--- src/rtl/ssdl_pkg.sv ---
// ssdl_pkg: constants and types for the starter diagnostic status logic.
// assumes a single 10 MHz system clock shared with the gateway-side logic.
`default_nettype none

package ssdl_pkg;

   // ------------------------------------------------------------------
   // clock and timing
   // ------------------------------------------------------------------
   localparam int CLK_HZ         = 10_000_000;
   localparam int SW_TIMEOUT_MS  = 4000;
   localparam int SW_TIMEOUT_CYC = CLK_HZ / 1000 * SW_TIMEOUT_MS;
   localparam int FLASH_SLOW_HZ  = 1;
   localparam int FLASH_FAST_HZ  = 3;
   localparam int SLOW_HALF_CYC  = CLK_HZ / (2 * FLASH_SLOW_HZ);
   localparam int FAST_HALF_CYC  = CLK_HZ / (2 * FLASH_FAST_HZ);
   localparam int CNT_W          = 26;

   // ------------------------------------------------------------------
   // advanced diagnostic codes
   // ------------------------------------------------------------------
   localparam logic [7:0] CODE_NONE       = 8'h00;
   localparam logic [7:0] CODE_BRK_COMM   = 8'h03;
   localparam logic [7:0] CODE_INT_COMM   = 8'h14;
   localparam logic [7:0] CODE_SW_TIMEOUT = 8'h15;
   localparam logic [7:0] CODE_WARN       = 8'h19;
   localparam logic [7:0] CODE_FAULT      = 8'h1a;

   // ------------------------------------------------------------------
   // selector switch field and profiles
   // ------------------------------------------------------------------
   localparam logic [1:0]  SW_UNDEF     = 2'h0;
   localparam logic [1:0]  SW_POS_ON    = 2'h1;
   localparam logic [1:0]  SW_POS_OFF   = 2'h2;
   localparam logic [1:0]  SW_POS_AUTO  = 2'h3;
   localparam logic [15:0] BASIC_MASK   = 16'h000e;
   localparam logic [15:0] ENABLE_MASK  = 16'h0470;
   localparam logic [15:0] DRIVE_MASK   = 16'h0b80;
   localparam logic [15:0] BRK_MASK     = 16'h03fe;
   localparam logic [15:0] FLTBIT_MASK  = 16'h0ff0;

   typedef enum logic [1:0] {
      SSDL_CL_NONE   = 2'h0,
      SSDL_CL_BASIC  = 2'h1,
      SSDL_CL_ENABLE = 2'h2,
      SSDL_CL_DRIVE  = 2'h3
   } ssdl_class_t;

   typedef enum logic [2:0] {
      SSDL_SW_OK      = 3'h1,
      SSDL_SW_WAIT    = 3'h2,
      SSDL_SW_TIMEOUT = 3'h4
   } ssdl_sw_state_t;

   // eight drive control bits of the cyclic output image
   typedef struct packed {
      logic run_command;
      logic coast_stop_inhibit;
      logic quick_stop_inhibit;
      logic operation_enable;
      logic ramp_enable;
      logic ramp_unfreeze;
      logic setpoint_enable;
      logic controller_has_control;
   } ssdl_drive_ctrl_t;

   // diagnostic part of the cyclic input image
   typedef struct packed {
      logic       diag;
      logic       fault;
      logic       warn;
      logic [1:0] switch_position_field;
   } ssdl_image_t;

   // profile independent diagnostics for the acyclic channel
   typedef struct packed {
      logic fault_pending;
      logic fault_cause;
      logic warn_pending;
      logic int_comm_err;
      logic sw_timeout;
   } ssdl_acyc_t;

endpackage

`default_nettype wire

--- src/rtl/ssdl_top.sv ---
// ssdl_top: diagnostic status logic of a networked motor soft starter.
// assumes gateway control and cause inputs are on MCLK; only the
// selector switch contacts come from a pin and are synchronised here.
`default_nettype none

module ssdl_top #(
   parameter int SW_TIMEOUT_CYCLES = ssdl_pkg::SW_TIMEOUT_CYC,
   parameter int SLOW_HALF_CYCLES  = ssdl_pkg::SLOW_HALF_CYC,
   parameter int FAST_HALF_CYCLES  = ssdl_pkg::FAST_HALF_CYC
) (
   input  wire logic                       MCLK,
   input  wire logic                       RST_N,
   input  wire logic [3:0]                 PROFILE,
   input  wire logic [1:0]                 SWITCH_PIN,
   input  wire ssdl_pkg::ssdl_drive_ctrl_t DRIVE_CTRL,
   input  wire logic                       FAULT_ACKNOWLEDGE,
   input  wire logic                       STARTER_FAULT,
   input  wire logic                       STARTER_WARN,
   input  wire logic                       INT_COMM_ERR,
   input  wire logic                       BRK_COMM_LOST,
   input  wire logic                       GW_NOT_READY,
   output ssdl_pkg::ssdl_image_t           IN_IMAGE,
   output logic [7:0]                      ADV_CODE,
   output ssdl_pkg::ssdl_acyc_t            ACYC_DIAG,
   output logic                            RUN_PERMIT,
   output logic                            OVERLOAD_EFFECTIVE,
   output logic                            LED_GREEN,
   output logic                            LED_ORANGE
);

   localparam int CW = ssdl_pkg::CNT_W;

   // ------------------------------------------------------------------
   // helper functions
   // ------------------------------------------------------------------

   // profile number to control group; unknown profiles map to none
   function automatic ssdl_pkg::ssdl_class_t prof_class(
      input logic [3:0] p);
      ssdl_pkg::ssdl_class_t c;
      c = ssdl_pkg::SSDL_CL_NONE;
      if (ssdl_pkg::BASIC_MASK[p])
         c = ssdl_pkg::SSDL_CL_BASIC;
      else if (ssdl_pkg::ENABLE_MASK[p])
         c = ssdl_pkg::SSDL_CL_ENABLE;
      else if (ssdl_pkg::DRIVE_MASK[p])
         c = ssdl_pkg::SSDL_CL_DRIVE;
      return c;
   endfunction

   // half-period counter step, shared by both flash generators
   function automatic logic [CW-1:0] cnt_step(
      input logic [CW-1:0] c,
      input int            half);
      logic [CW-1:0] n;
      n = '0;
      if (c < CW'(half - 1))
         n = c + CW'(1);
      return n;
   endfunction

   // ------------------------------------------------------------------
   // selector switch synchroniser
   // ------------------------------------------------------------------
   logic [1:0] sw_meta;
   logic [1:0] sw_pos;

   // the first stage is read only by the second stage
   always_ff @(posedge MCLK or negedge RST_N) begin
      if (!RST_N) begin
         sw_meta <= ssdl_pkg::SW_UNDEF;
         sw_pos  <= ssdl_pkg::SW_UNDEF;
      end else begin
         sw_meta <= SWITCH_PIN;
         sw_pos  <= sw_meta;
      end
   end

   // ------------------------------------------------------------------
   // switch watchdog
   // ------------------------------------------------------------------
   ssdl_pkg::ssdl_sw_state_t sw_state;
   ssdl_pkg::ssdl_sw_state_t next_sw_state;
   logic [CW-1:0]            sw_cnt;
   logic                     sw_undef;
   logic                     sw_timeout;

   assign sw_undef   = (sw_pos == ssdl_pkg::SW_UNDEF);
   assign sw_timeout = (sw_state == ssdl_pkg::SSDL_SW_TIMEOUT);

   // wait more than the timeout, leave only on a defined position
   always_comb begin
      next_sw_state = sw_state;
      unique case (sw_state)
         ssdl_pkg::SSDL_SW_OK: begin
            if (sw_undef)
               next_sw_state = ssdl_pkg::SSDL_SW_WAIT;
         end
         ssdl_pkg::SSDL_SW_WAIT: begin
            if (!sw_undef)
               next_sw_state = ssdl_pkg::SSDL_SW_OK;
            else if (sw_cnt == CW'(SW_TIMEOUT_CYCLES))
               next_sw_state = ssdl_pkg::SSDL_SW_TIMEOUT;
         end
         ssdl_pkg::SSDL_SW_TIMEOUT: begin
            if (!sw_undef)
               next_sw_state = ssdl_pkg::SSDL_SW_OK;
         end
         default: next_sw_state = ssdl_pkg::SSDL_SW_OK;
      endcase
   end

   always_ff @(posedge MCLK or negedge RST_N) begin
      if (!RST_N)
         sw_state <= ssdl_pkg::SSDL_SW_OK;
      else
         sw_state <= next_sw_state;
   end

   // time spent in the wait state, reloaded with 1 whenever the watchdog is not waiting
   always_ff @(posedge MCLK or negedge RST_N) begin
      if (!RST_N)
         sw_cnt <= '0;
      else if (sw_state != ssdl_pkg::SSDL_SW_WAIT)
         sw_cnt <= CW'(1);
      else if (sw_cnt != CW'(SW_TIMEOUT_CYCLES))
         sw_cnt <= sw_cnt + CW'(1);
   end

   // ------------------------------------------------------------------
   // flash pattern generators
   // ------------------------------------------------------------------
   logic [CW-1:0] slow_cnt;
   logic [CW-1:0] fast_cnt;
   logic          slow_ph;
   logic          fast_ph;

   // free running so every indicator using a rate flashes in step
   always_ff @(posedge MCLK or negedge RST_N) begin
      if (!RST_N) begin
         slow_cnt <= '0;
         slow_ph  <= 1'b1;
      end else begin
         slow_cnt <= cnt_step(slow_cnt, SLOW_HALF_CYCLES);
         if (slow_cnt == CW'(SLOW_HALF_CYCLES - 1))
            slow_ph <= !slow_ph;
      end
   end

   always_ff @(posedge MCLK or negedge RST_N) begin
      if (!RST_N) begin
         fast_cnt <= '0;
         fast_ph  <= 1'b1;
      end else begin
         fast_cnt <= cnt_step(fast_cnt, FAST_HALF_CYCLES);
         if (fast_cnt == CW'(FAST_HALF_CYCLES - 1))
            fast_ph <= !fast_ph;
      end
   end

   // ------------------------------------------------------------------
   // profile decode and switching command
   // ------------------------------------------------------------------
   ssdl_pkg::ssdl_class_t cls;
   logic                  sw_cmd;
   logic                  brk_allowed;
   logic                  fault_bit_used;

   assign cls            = prof_class(PROFILE);
   assign brk_allowed    = ssdl_pkg::BRK_MASK[PROFILE];
   assign fault_bit_used = ssdl_pkg::FLTBIT_MASK[PROFILE];

   always_comb begin
      sw_cmd = 1'b0;
      unique case (cls)
         ssdl_pkg::SSDL_CL_BASIC:
            sw_cmd = DRIVE_CTRL.run_command;
         ssdl_pkg::SSDL_CL_ENABLE:
            sw_cmd = DRIVE_CTRL.setpoint_enable &
                     DRIVE_CTRL.operation_enable;
         ssdl_pkg::SSDL_CL_DRIVE:
            sw_cmd = &DRIVE_CTRL;
         ssdl_pkg::SSDL_CL_NONE:
            sw_cmd = 1'b0;
      endcase
   end

   // ------------------------------------------------------------------
   // fault latch and acknowledge
   // ------------------------------------------------------------------
   logic run_prev;
   logic fault_latch;
   logic fault_cause;
   logic ack_req;

   // cause is live until both the starter fault and timeout are gone
   assign fault_cause = STARTER_FAULT | sw_timeout;

   always_comb begin
      ack_req = (sw_pos == ssdl_pkg::SW_POS_OFF);
      if (cls == ssdl_pkg::SSDL_CL_BASIC)
         ack_req = ack_req |
                   (run_prev & !DRIVE_CTRL.run_command);
      else if (cls != ssdl_pkg::SSDL_CL_NONE)
         ack_req = ack_req | FAULT_ACKNOWLEDGE;
   end

   always_ff @(posedge MCLK or negedge RST_N) begin
      if (!RST_N)
         run_prev <= 1'b0;
      else
         run_prev <= DRIVE_CTRL.run_command;
   end

   // set wins: an acknowledge while the cause stands is ignored
   always_ff @(posedge MCLK or negedge RST_N) begin
      if (!RST_N)
         fault_latch <= 1'b0;
      else if (fault_cause)
         fault_latch <= 1'b1;
      else if (ack_req)
         fault_latch <= 1'b0;
   end

   // ------------------------------------------------------------------
   // diagnostic selection
   // ------------------------------------------------------------------
   logic       diag_now;
   logic [7:0] next_code;
   logic       brk_diag;

   assign brk_diag = BRK_COMM_LOST & brk_allowed;

   // most severe cause wins when several are pending at once
   always_comb begin
      next_code = ssdl_pkg::CODE_NONE;
      if (sw_timeout)
         next_code = ssdl_pkg::CODE_SW_TIMEOUT;
      else if (INT_COMM_ERR)
         next_code = ssdl_pkg::CODE_INT_COMM;
      else if (fault_latch)
         next_code = ssdl_pkg::CODE_FAULT;
      else if (STARTER_WARN)
         next_code = ssdl_pkg::CODE_WARN;
      else if (brk_diag)
         next_code = ssdl_pkg::CODE_BRK_COMM;
   end

   // the flag is raised exactly when a code is on offer
   assign diag_now = (next_code != ssdl_pkg::CODE_NONE);

   // ------------------------------------------------------------------
   // cyclic image, code and acyclic registers
   // ------------------------------------------------------------------
   always_ff @(posedge MCLK or negedge RST_N) begin
      if (!RST_N) begin
         IN_IMAGE <= '0;
         ADV_CODE <= ssdl_pkg::CODE_NONE;
      end else begin
         IN_IMAGE.diag  <= diag_now;
         IN_IMAGE.fault <= fault_latch & fault_bit_used;
         // warning mirrors the cause only in profiles 4 to 11, nothing latches or reacts
         IN_IMAGE.warn  <= STARTER_WARN & fault_bit_used;
         IN_IMAGE.switch_position_field <= sw_pos;
         ADV_CODE <= next_code;
      end
   end

   // profile independent view for the parameter channel
   always_ff @(posedge MCLK or negedge RST_N) begin
      if (!RST_N)
         ACYC_DIAG <= '0;
      else begin
         ACYC_DIAG.fault_pending <= fault_latch;
         ACYC_DIAG.fault_cause   <= fault_cause;
         ACYC_DIAG.warn_pending  <= STARTER_WARN;
         ACYC_DIAG.int_comm_err  <= INT_COMM_ERR;
         ACYC_DIAG.sw_timeout    <= sw_timeout;
      end
   end

   // ------------------------------------------------------------------
   // starter reaction
   // ------------------------------------------------------------------
   // a breaker link loss keeps the starter running; only the overload
   // trip function loses effect since the breaker isolates on its own
   always_ff @(posedge MCLK or negedge RST_N) begin
      if (!RST_N) begin
         RUN_PERMIT         <= 1'b0;
         OVERLOAD_EFFECTIVE <= 1'b0;
      end else begin
         RUN_PERMIT         <= !fault_latch & !fault_cause;
         OVERLOAD_EFFECTIVE <= !BRK_COMM_LOST;
      end
   end

   // ------------------------------------------------------------------
   // diagnostic led
   // ------------------------------------------------------------------
   logic next_green;
   logic next_orange;

   always_comb begin
      next_green  = 1'b0;
      next_orange = 1'b0;
      if (sw_timeout)
         next_green = fast_ph;
      else if (sw_cmd && sw_pos == ssdl_pkg::SW_POS_AUTO)
         next_orange = diag_now ? fast_ph : 1'b1;
      else if (diag_now)
         next_green = fast_ph;
      else if (GW_NOT_READY)
         next_green = slow_ph;
      else
         next_green = 1'b1;
   end

   // registered so the pins never glitch on input changes
   always_ff @(posedge MCLK or negedge RST_N) begin
      if (!RST_N) begin
         LED_GREEN  <= 1'b0;
         LED_ORANGE <= 1'b0;
      end else begin
         LED_GREEN  <= next_green;
         LED_ORANGE <= next_orange;
      end
   end

endmodule // ssdl_top

`default_nettype wire

--- config.mk ---
export PLATFORM = sky130hd
export DESIGN_NAME = ssdl_top
export DESIGN_NICKNAME = d
export VERILOG_FILES = /design/src/rtl/ssdl_pkg.sv /design/src/rtl/ssdl_top.sv
export SDC_FILE = /design/constraint.sdc
export NUM_CORES = 1
export LEC_CHECK = 0
export CAP_MARGIN = 10
export CORE_MARGIN = 4
export CORE_UTILIZATION = 60
export CTS_BUF_LIST = sky130_fd_sc_hd__clkbuf_4
export DETAILED_ROUTE_END_ITERATION = 12
export DONT_BUFFER_PORTS = 1
export PLACE_DENSITY = 0.86
export SLEW_MARGIN = 10
export SYNTH_ARGS = -nofsm -noshare
export SYNTH_HDL_FRONTEND = slang
export SYNTH_SLANG_ARGS = --single-unit
--- constraint.sdc ---
create_clock -name MCLK -period 5.05 [get_ports MCLK]
set_input_delay 0.2525 -clock MCLK [delete_from_list [all_inputs] [get_ports MCLK]]
set_output_delay 0.2525 -clock MCLK [all_outputs]
set_load 0.03 [all_outputs]
-- Word-level counts from Yosys, hierarchy flattened
Memory sizes are Yosys's and may differ from the RTL's.
Cells that the tools add are included.
- flip-flop bits (word level): 111
- latch bits: 0
- bits in writable memories: 0
- bits in read-only memories: 80
- input bits: 22
- output and inout bits: 22
- word-level logic and storage cells: 109
- memories kept: 5
- add/sub/neg operators: 3
- $mul: 0
- div/mod/pow operators: 0
- $lt $le $gt $ge: 3
- eq/ne operators: 16
- shift operators: 0
- mux-type cells: 34
- bitwise logic cells: 9
- reduce and logical (&&, ||, !) cells: 15
- memories (name ; depth ; width ; rd ports ; clocked after memory_dff ; write ports ; line ; RTL):
    (no name shown) ; 16 ; 1 ; 1 ; 0 ; 0 ; ssdl_top.sv:171 ; assign fault_bit_used = ssdl_pkg::FLTBIT_MASK[PROFILE];
    (no name shown) ; 16 ; 1 ; 1 ; 0 ; 0 ; ssdl_top.sv:170 ; assign brk_allowed = ssdl_pkg::BRK_MASK[PROFILE];
    (no name shown) ; 16 ; 1 ; 1 ; 0 ; 0 ; ssdl_top.sv:46 ; else if (ssdl_pkg::DRIVE_MASK[p])
    (no name shown) ; 16 ; 1 ; 1 ; 0 ; 0 ; ssdl_top.sv:44 ; else if (ssdl_pkg::ENABLE_MASK[p])
    (no name shown) ; 16 ; 1 ; 1 ; 0 ; 0 ; ssdl_top.sv:42 ; if (ssdl_pkg::BASIC_MASK[p])
- operators with widths (operator ; count):
    $mux 26 ; 4
    $add 26x1->26 const B ; 3
    $eq 26x21->1 const B ; 1
    $eq 26x23->1 const B ; 1
    $eq 26x26->1 const B ; 1
    $lt 26x21->1 const B ; 1
    $lt 26x23->1 const B ; 1
    $ne 26x26->1 const B ; 1
    $mux 5 ; 4
    $mux 1 ; 16
    $mux 3 ; 4
    $pmux 3 s3 ; 1
    $eq 2x2->1 const B ; 4
    $mux 2 ; 4
    $reduce_and 8->1 ; 1
    $reduce_bool 8->1 ; 1
    $and 1x1->1 ; 6
    $logic_not 1->1 ; 6
    $reduce_bool 2->1 ; 3
    $lt 4x5->1 const B ; 1
    $logic_not 2->1 ; 2
    $ne 2x2->1 const B ; 2
    $pmux 1 s4 ; 1
    $eq 3x1->1 const B ; 1
    8 further kinds ; 10

-- Longest topological paths before layout
- depth after elaboration: 12
- mapped depth: 8
- gate-level depth less buffers: 7

-- Least setup slack after synthesis
No wires, ideal clock.
- path kind: register -> register
- start point: register sw_cnt[15]
- end point: register sw_state[1]
- arrival: 2.059 ns
- path slack: 2.871 ns
- stages on the path, launching flop included: 6
- buffers on the path: 0
- period minus slack after synthesis: 2.179 ns
- path through: dfrtp_1 > or4_1 > or4_4 > nor4_4 > o21ai_0 > and3b_1
- cells in the longest elaborated chain, start to end: 3
- RTL lines (what ; line ; RTL):
    start: declaration ; ssdl_top.sv:84 ; logic [CW-1:0] sw_cnt;
    start signal: assignment ; ssdl_top.sv:127 ; sw_cnt <= sw_cnt + CW'(1);
    $eq 26x26->1 ; ssdl_top.sv:102 ; else if (sw_cnt == CW'(SW_TIMEOUT_CYCLES))
    $ne 3x3->1 (no line) ; - ;
    $reduce_and 3->1 (no line) ; - ;
    end signal: assignment ; ssdl_top.sv:115 ; sw_state <= ssdl_pkg::SSDL_SW_OK;
    end signal: assignment ; ssdl_top.sv:117 ; sw_state <= next_sw_state;
    end: declaration ; ssdl_top.sv:82 ; ssdl_pkg::ssdl_sw_state_t sw_state;
No other way between the ends.
A chain may end at the register's enable or synchronous reset.

-- Worst setup path in the final report
- start point: register slow_cnt[0]
- end point: register slow_cnt[19]
- cells in the longest elaborated chain, start to end: 2
- RTL lines (what ; line ; RTL):
    start: declaration ; ssdl_top.sv:133 ; logic [CW-1:0] slow_cnt;
    start signal: assignment ; ssdl_top.sv:144 ; slow_cnt <= cnt_step(slow_cnt, SLOW_HALF_CYCLES);
    $add 26x1->26 or $lt 26x23->1 (tied branches) ; ssdl_top.sv:58, ssdl_top.sv:57 ;
    $mux 26 * ; ssdl_top.sv:57 ; if (c < CW'(half - 1))
Every way passes the cells marked *; elsewhere a longest branch is shown, timed or not.

==> results by group <==
Clock tree
  – Worst skew pair latency: between 0.4 and 0.5 ns
  – Root Buffer: clkbuf_4
  – Sink Count: 108
  – CTS tree: done
  – CTS H-tree lvls: 3
  – Reg clk slew, reported paths: approximately 0.15 ns
  – Post-CTS Setup Repair Bufs: 0
  – Post-CTS sizing: 0
  – Max Buffers Root-to-Sink: 2
  – CTS Hold Bufs: 10
  – Num CTS Buffers: 9

STA
  – Final period util: a little under half
  – Setup tns final: 0 ns
  – Hold Vio Cnt, Final: 0
  – Fmax: around 0.43 GHz
  – Final setup viols: 0
  – Actual slew at the worst max-slew pin: 1.021 ns
  – RSZ-0062 raised after global routing: false
  – Fin crit period: 2.352 ns
  – Clock Skews: ~0.015 ns
  – Headroom to the max-slew limit: 31.33%
  – Max-slew violations: 0

Global routing
  – Global-route wire length before repair: approximately 16000 um
  – Largest net degree at the start of global routing: ~110
  – Antenna violations before repair: 0
  – Vias in the first global route: about 3400
  – GRT overflow: 0
  – Global Route Usage Sum: between 20% and 30%

Cells and area
  – Share of layout cells above drive strength 1: under 10%
  – Fin cells: approximately 610
  – Area occupied by multi-input gates: 2101 um^2
  – Area growth syn-to-layout: 7.692%
  – Seq. cell area: 2706 um^2
  – Leading cell type in the layout, fill and taps excluded: dfrtp_1
  – # diodes: 0
  – Most frequent cells in the layout: 105 x dfrtp_1, 96 x nor2_1, 38 x xor2_1
  – Filler cells: about 580
  – Layout Nets: about 530

Worst hold path
  – Worst hold endpoint: IN_IMAGE[2]
  – Hold Startpoint: PROFILE[2]
  – Hold Path Class: input port to register
  – Depth of the worst hold-timing path: 2

Logic synthesis
  – Synth Flop Type: dfrtp_1
  – EDFF count, synth: 0
  – Unique masters post-synth: 49
  – Share of flip-flops with an asynchronous set or reset: 100.0%
  – Synth warnings: 0
  – Mapped Cells: between 400 and 500
  – Synthesized cell area: 4880 um^2
  – Most area-consuming cells after synthesis: dfrtp_1 54%, nor2_1 7.4%, xor2_1 6.8%
  – Synthesized area per cell: slightly above 10 um^2
  – Top-area cell type share of the netlist area: ~54%
  – Synthesized flop and latch total: roughly 110
  – Synth area leader: dfrtp_1
  – Post-synthesis sequential area ratio: between 50% and 60%

Critical path
  – Worst R2R End: slow_cnt[19]
  – Slowest stage delay, CP: 0.68 ns
  – Crit-path slowest cell: a32oi_1
  – CP required: between 5 and 6 ns
  – Reg2Reg Setup Slack: about 2.7 ns
  – Kind of critical path: register to register
  – Crit Path Max Fanout: 13
  – Reg-to-reg startpoint: slow_cnt[0]
  – CP Cell Sequence: ha_1, nand2_1, nor4_1, o31ai_1, a32oi_1, buf_4, nor2_1
  – Crit end category: register
  – Crit path launch type: register
  – R2R cell count: 7
  – Worst EP arrival: between 2 and 3 ns

Flow run
  – Max cap viols: 0

Floorplan
  – Total I/O pin count: between 40 and 50
  – Initial cell density of the core: between 60 and 70%
  – Cell row count: 32
  – Die height: around 98 um
  – Die W: around 98 um
  – Area of the core: roughly 7800 um^2
  – DIE AREA: approximately 9600 um^2

Route
  – Vias post-DR: 3385
  – DR iter-0 viols: about 160
  – DRT Pass-1 Iters: 4
  – Via-to-Cell Ratio: ~5.6
  – ANT nets after route: 0
  – Routed Wire Length: 9072 um
  – Drt drc: 0
  – Avg WL per Cell: around 15 um

Power and ir drop
  – Maximum vdd drop: around 140 uV
  – P_leak: between 2 and 2.5 nW
  – Pwr Density: between 200 and 300 nW/um^2

Placed design
  – Gpl congestion: 0.8346
  – Post-DP HPWL: roughly 6300 um
  – Placed insts: between 500 and 600
  – Port Buffers: 0

Run status
  – Status: completed
[critical path: cells and delay by family, from the launching register on]
kind | cells | cell delay, ns
DFF | 1 | 0.46
and+or+nand+nor | 3 | 0.43
adders and majority gates | 1 | 0.26
buffers and inverters | 1 | 0.32
AOI/OAI and AO/OA | 2 | 0.79
[layout make-up]
type | instances | share of cell area [%]
Tap cell | 102 | 2.429
Inverter | 13 | 0.9286
Multi-Input combinational cell | 355 | 39.98
Clock inverter | 6 | 1.214
Clock buffer | 10 | 1.429
Sequential cell | 108 | 51.50
Timing Repair Buffer | 12 | 2.524
[state kept, by name, summed over array words and instances (netlist names)]
register            cells
ACYC_DIAG               5
ADV_CODE                5
IN_IMAGE                5
LED_GREEN               1
LED_ORANGE              1
OVERLOAD_EFFECTIVE      1
RUN_PERMIT              1
fast_cnt               26
fast_ph                 1
fault_latch             1
run_prev                1
slow_cnt               26
slow_ph                 1
sw_cnt                 26
sw_meta                 2
sw_pos                  2
sw_state                3
[cell usage after synthesis (7+ instances only)]
cell type	instances
inv_1	13
nand4_1	17
xnor2_1	27
nand2_1	32
nor3_1	7
xor2_1	38
a21oi_1	7
clkbuf_1	9
nor2_1	96
nor4_1	9
and3_1	11
nand3_1	34
dfrtp_1	105
[layer usage]
metal / track usage, % / wire length (um)
met2: 32.36 / 4457
met3: 4.786 / 346
met5: 0 / 0
met4: 7.773 / 214
met1: 26.31 / 4053
[metrics by stage]
step	worst slack, ns	area [um^2]	total power [mW]	util [%]	hold slack [ns]
floorplan	2.871	4917	0.9490	-	-0.04309
global placement	2.778	4999	0.9537	64.02	-0.03879
detailed placement	2.741	4999	0.9567	64.02	-0.04003
CTS	2.713	5255	1.406	67.31	0.06954
global route	2.416	5255	1.455	67.31	0.06062
finish	2.698	5255	1.391	67.31	0.08434
[report_power, final]
part | switching, mW | total (mW) | internal [mW]
clock | 0.269 | 0.426 | 0.157
sequential | 0.0272 | 0.909 | 0.882
combinational | 0.0376 | 0.0558 | 0.0181
[how the worst max path moves through the flow]
| stage | start | end | cells after the start |
|---|---|---|---|
| after floorplan | sw_cnt[15] | sw_state[1] | 5 |
| after global placement | sw_cnt[15] | sw_cnt[1] | 5 |
| after CTS | slow_cnt[0] | slow_cnt[21] | 7 |
| after global routing | slow_cnt[0] | slow_cnt[16] | 7 |
| after detailed placement | slow_cnt[0] | slow_cnt[19] | 7 |
| final | slow_cnt[0] | slow_cnt[19] | 7 |
[cell families after synthesis]
logic type,share of synthesized area [%]
simple gates,25.15
compound gates,3.641
xor+xnor,11.67
other cells,0.07685
flops,55.46
fa+ha+maj,1.538
mux,0.2051
buf+inv,2.256
Note: power is estimated with default switching activity, not from simulation.
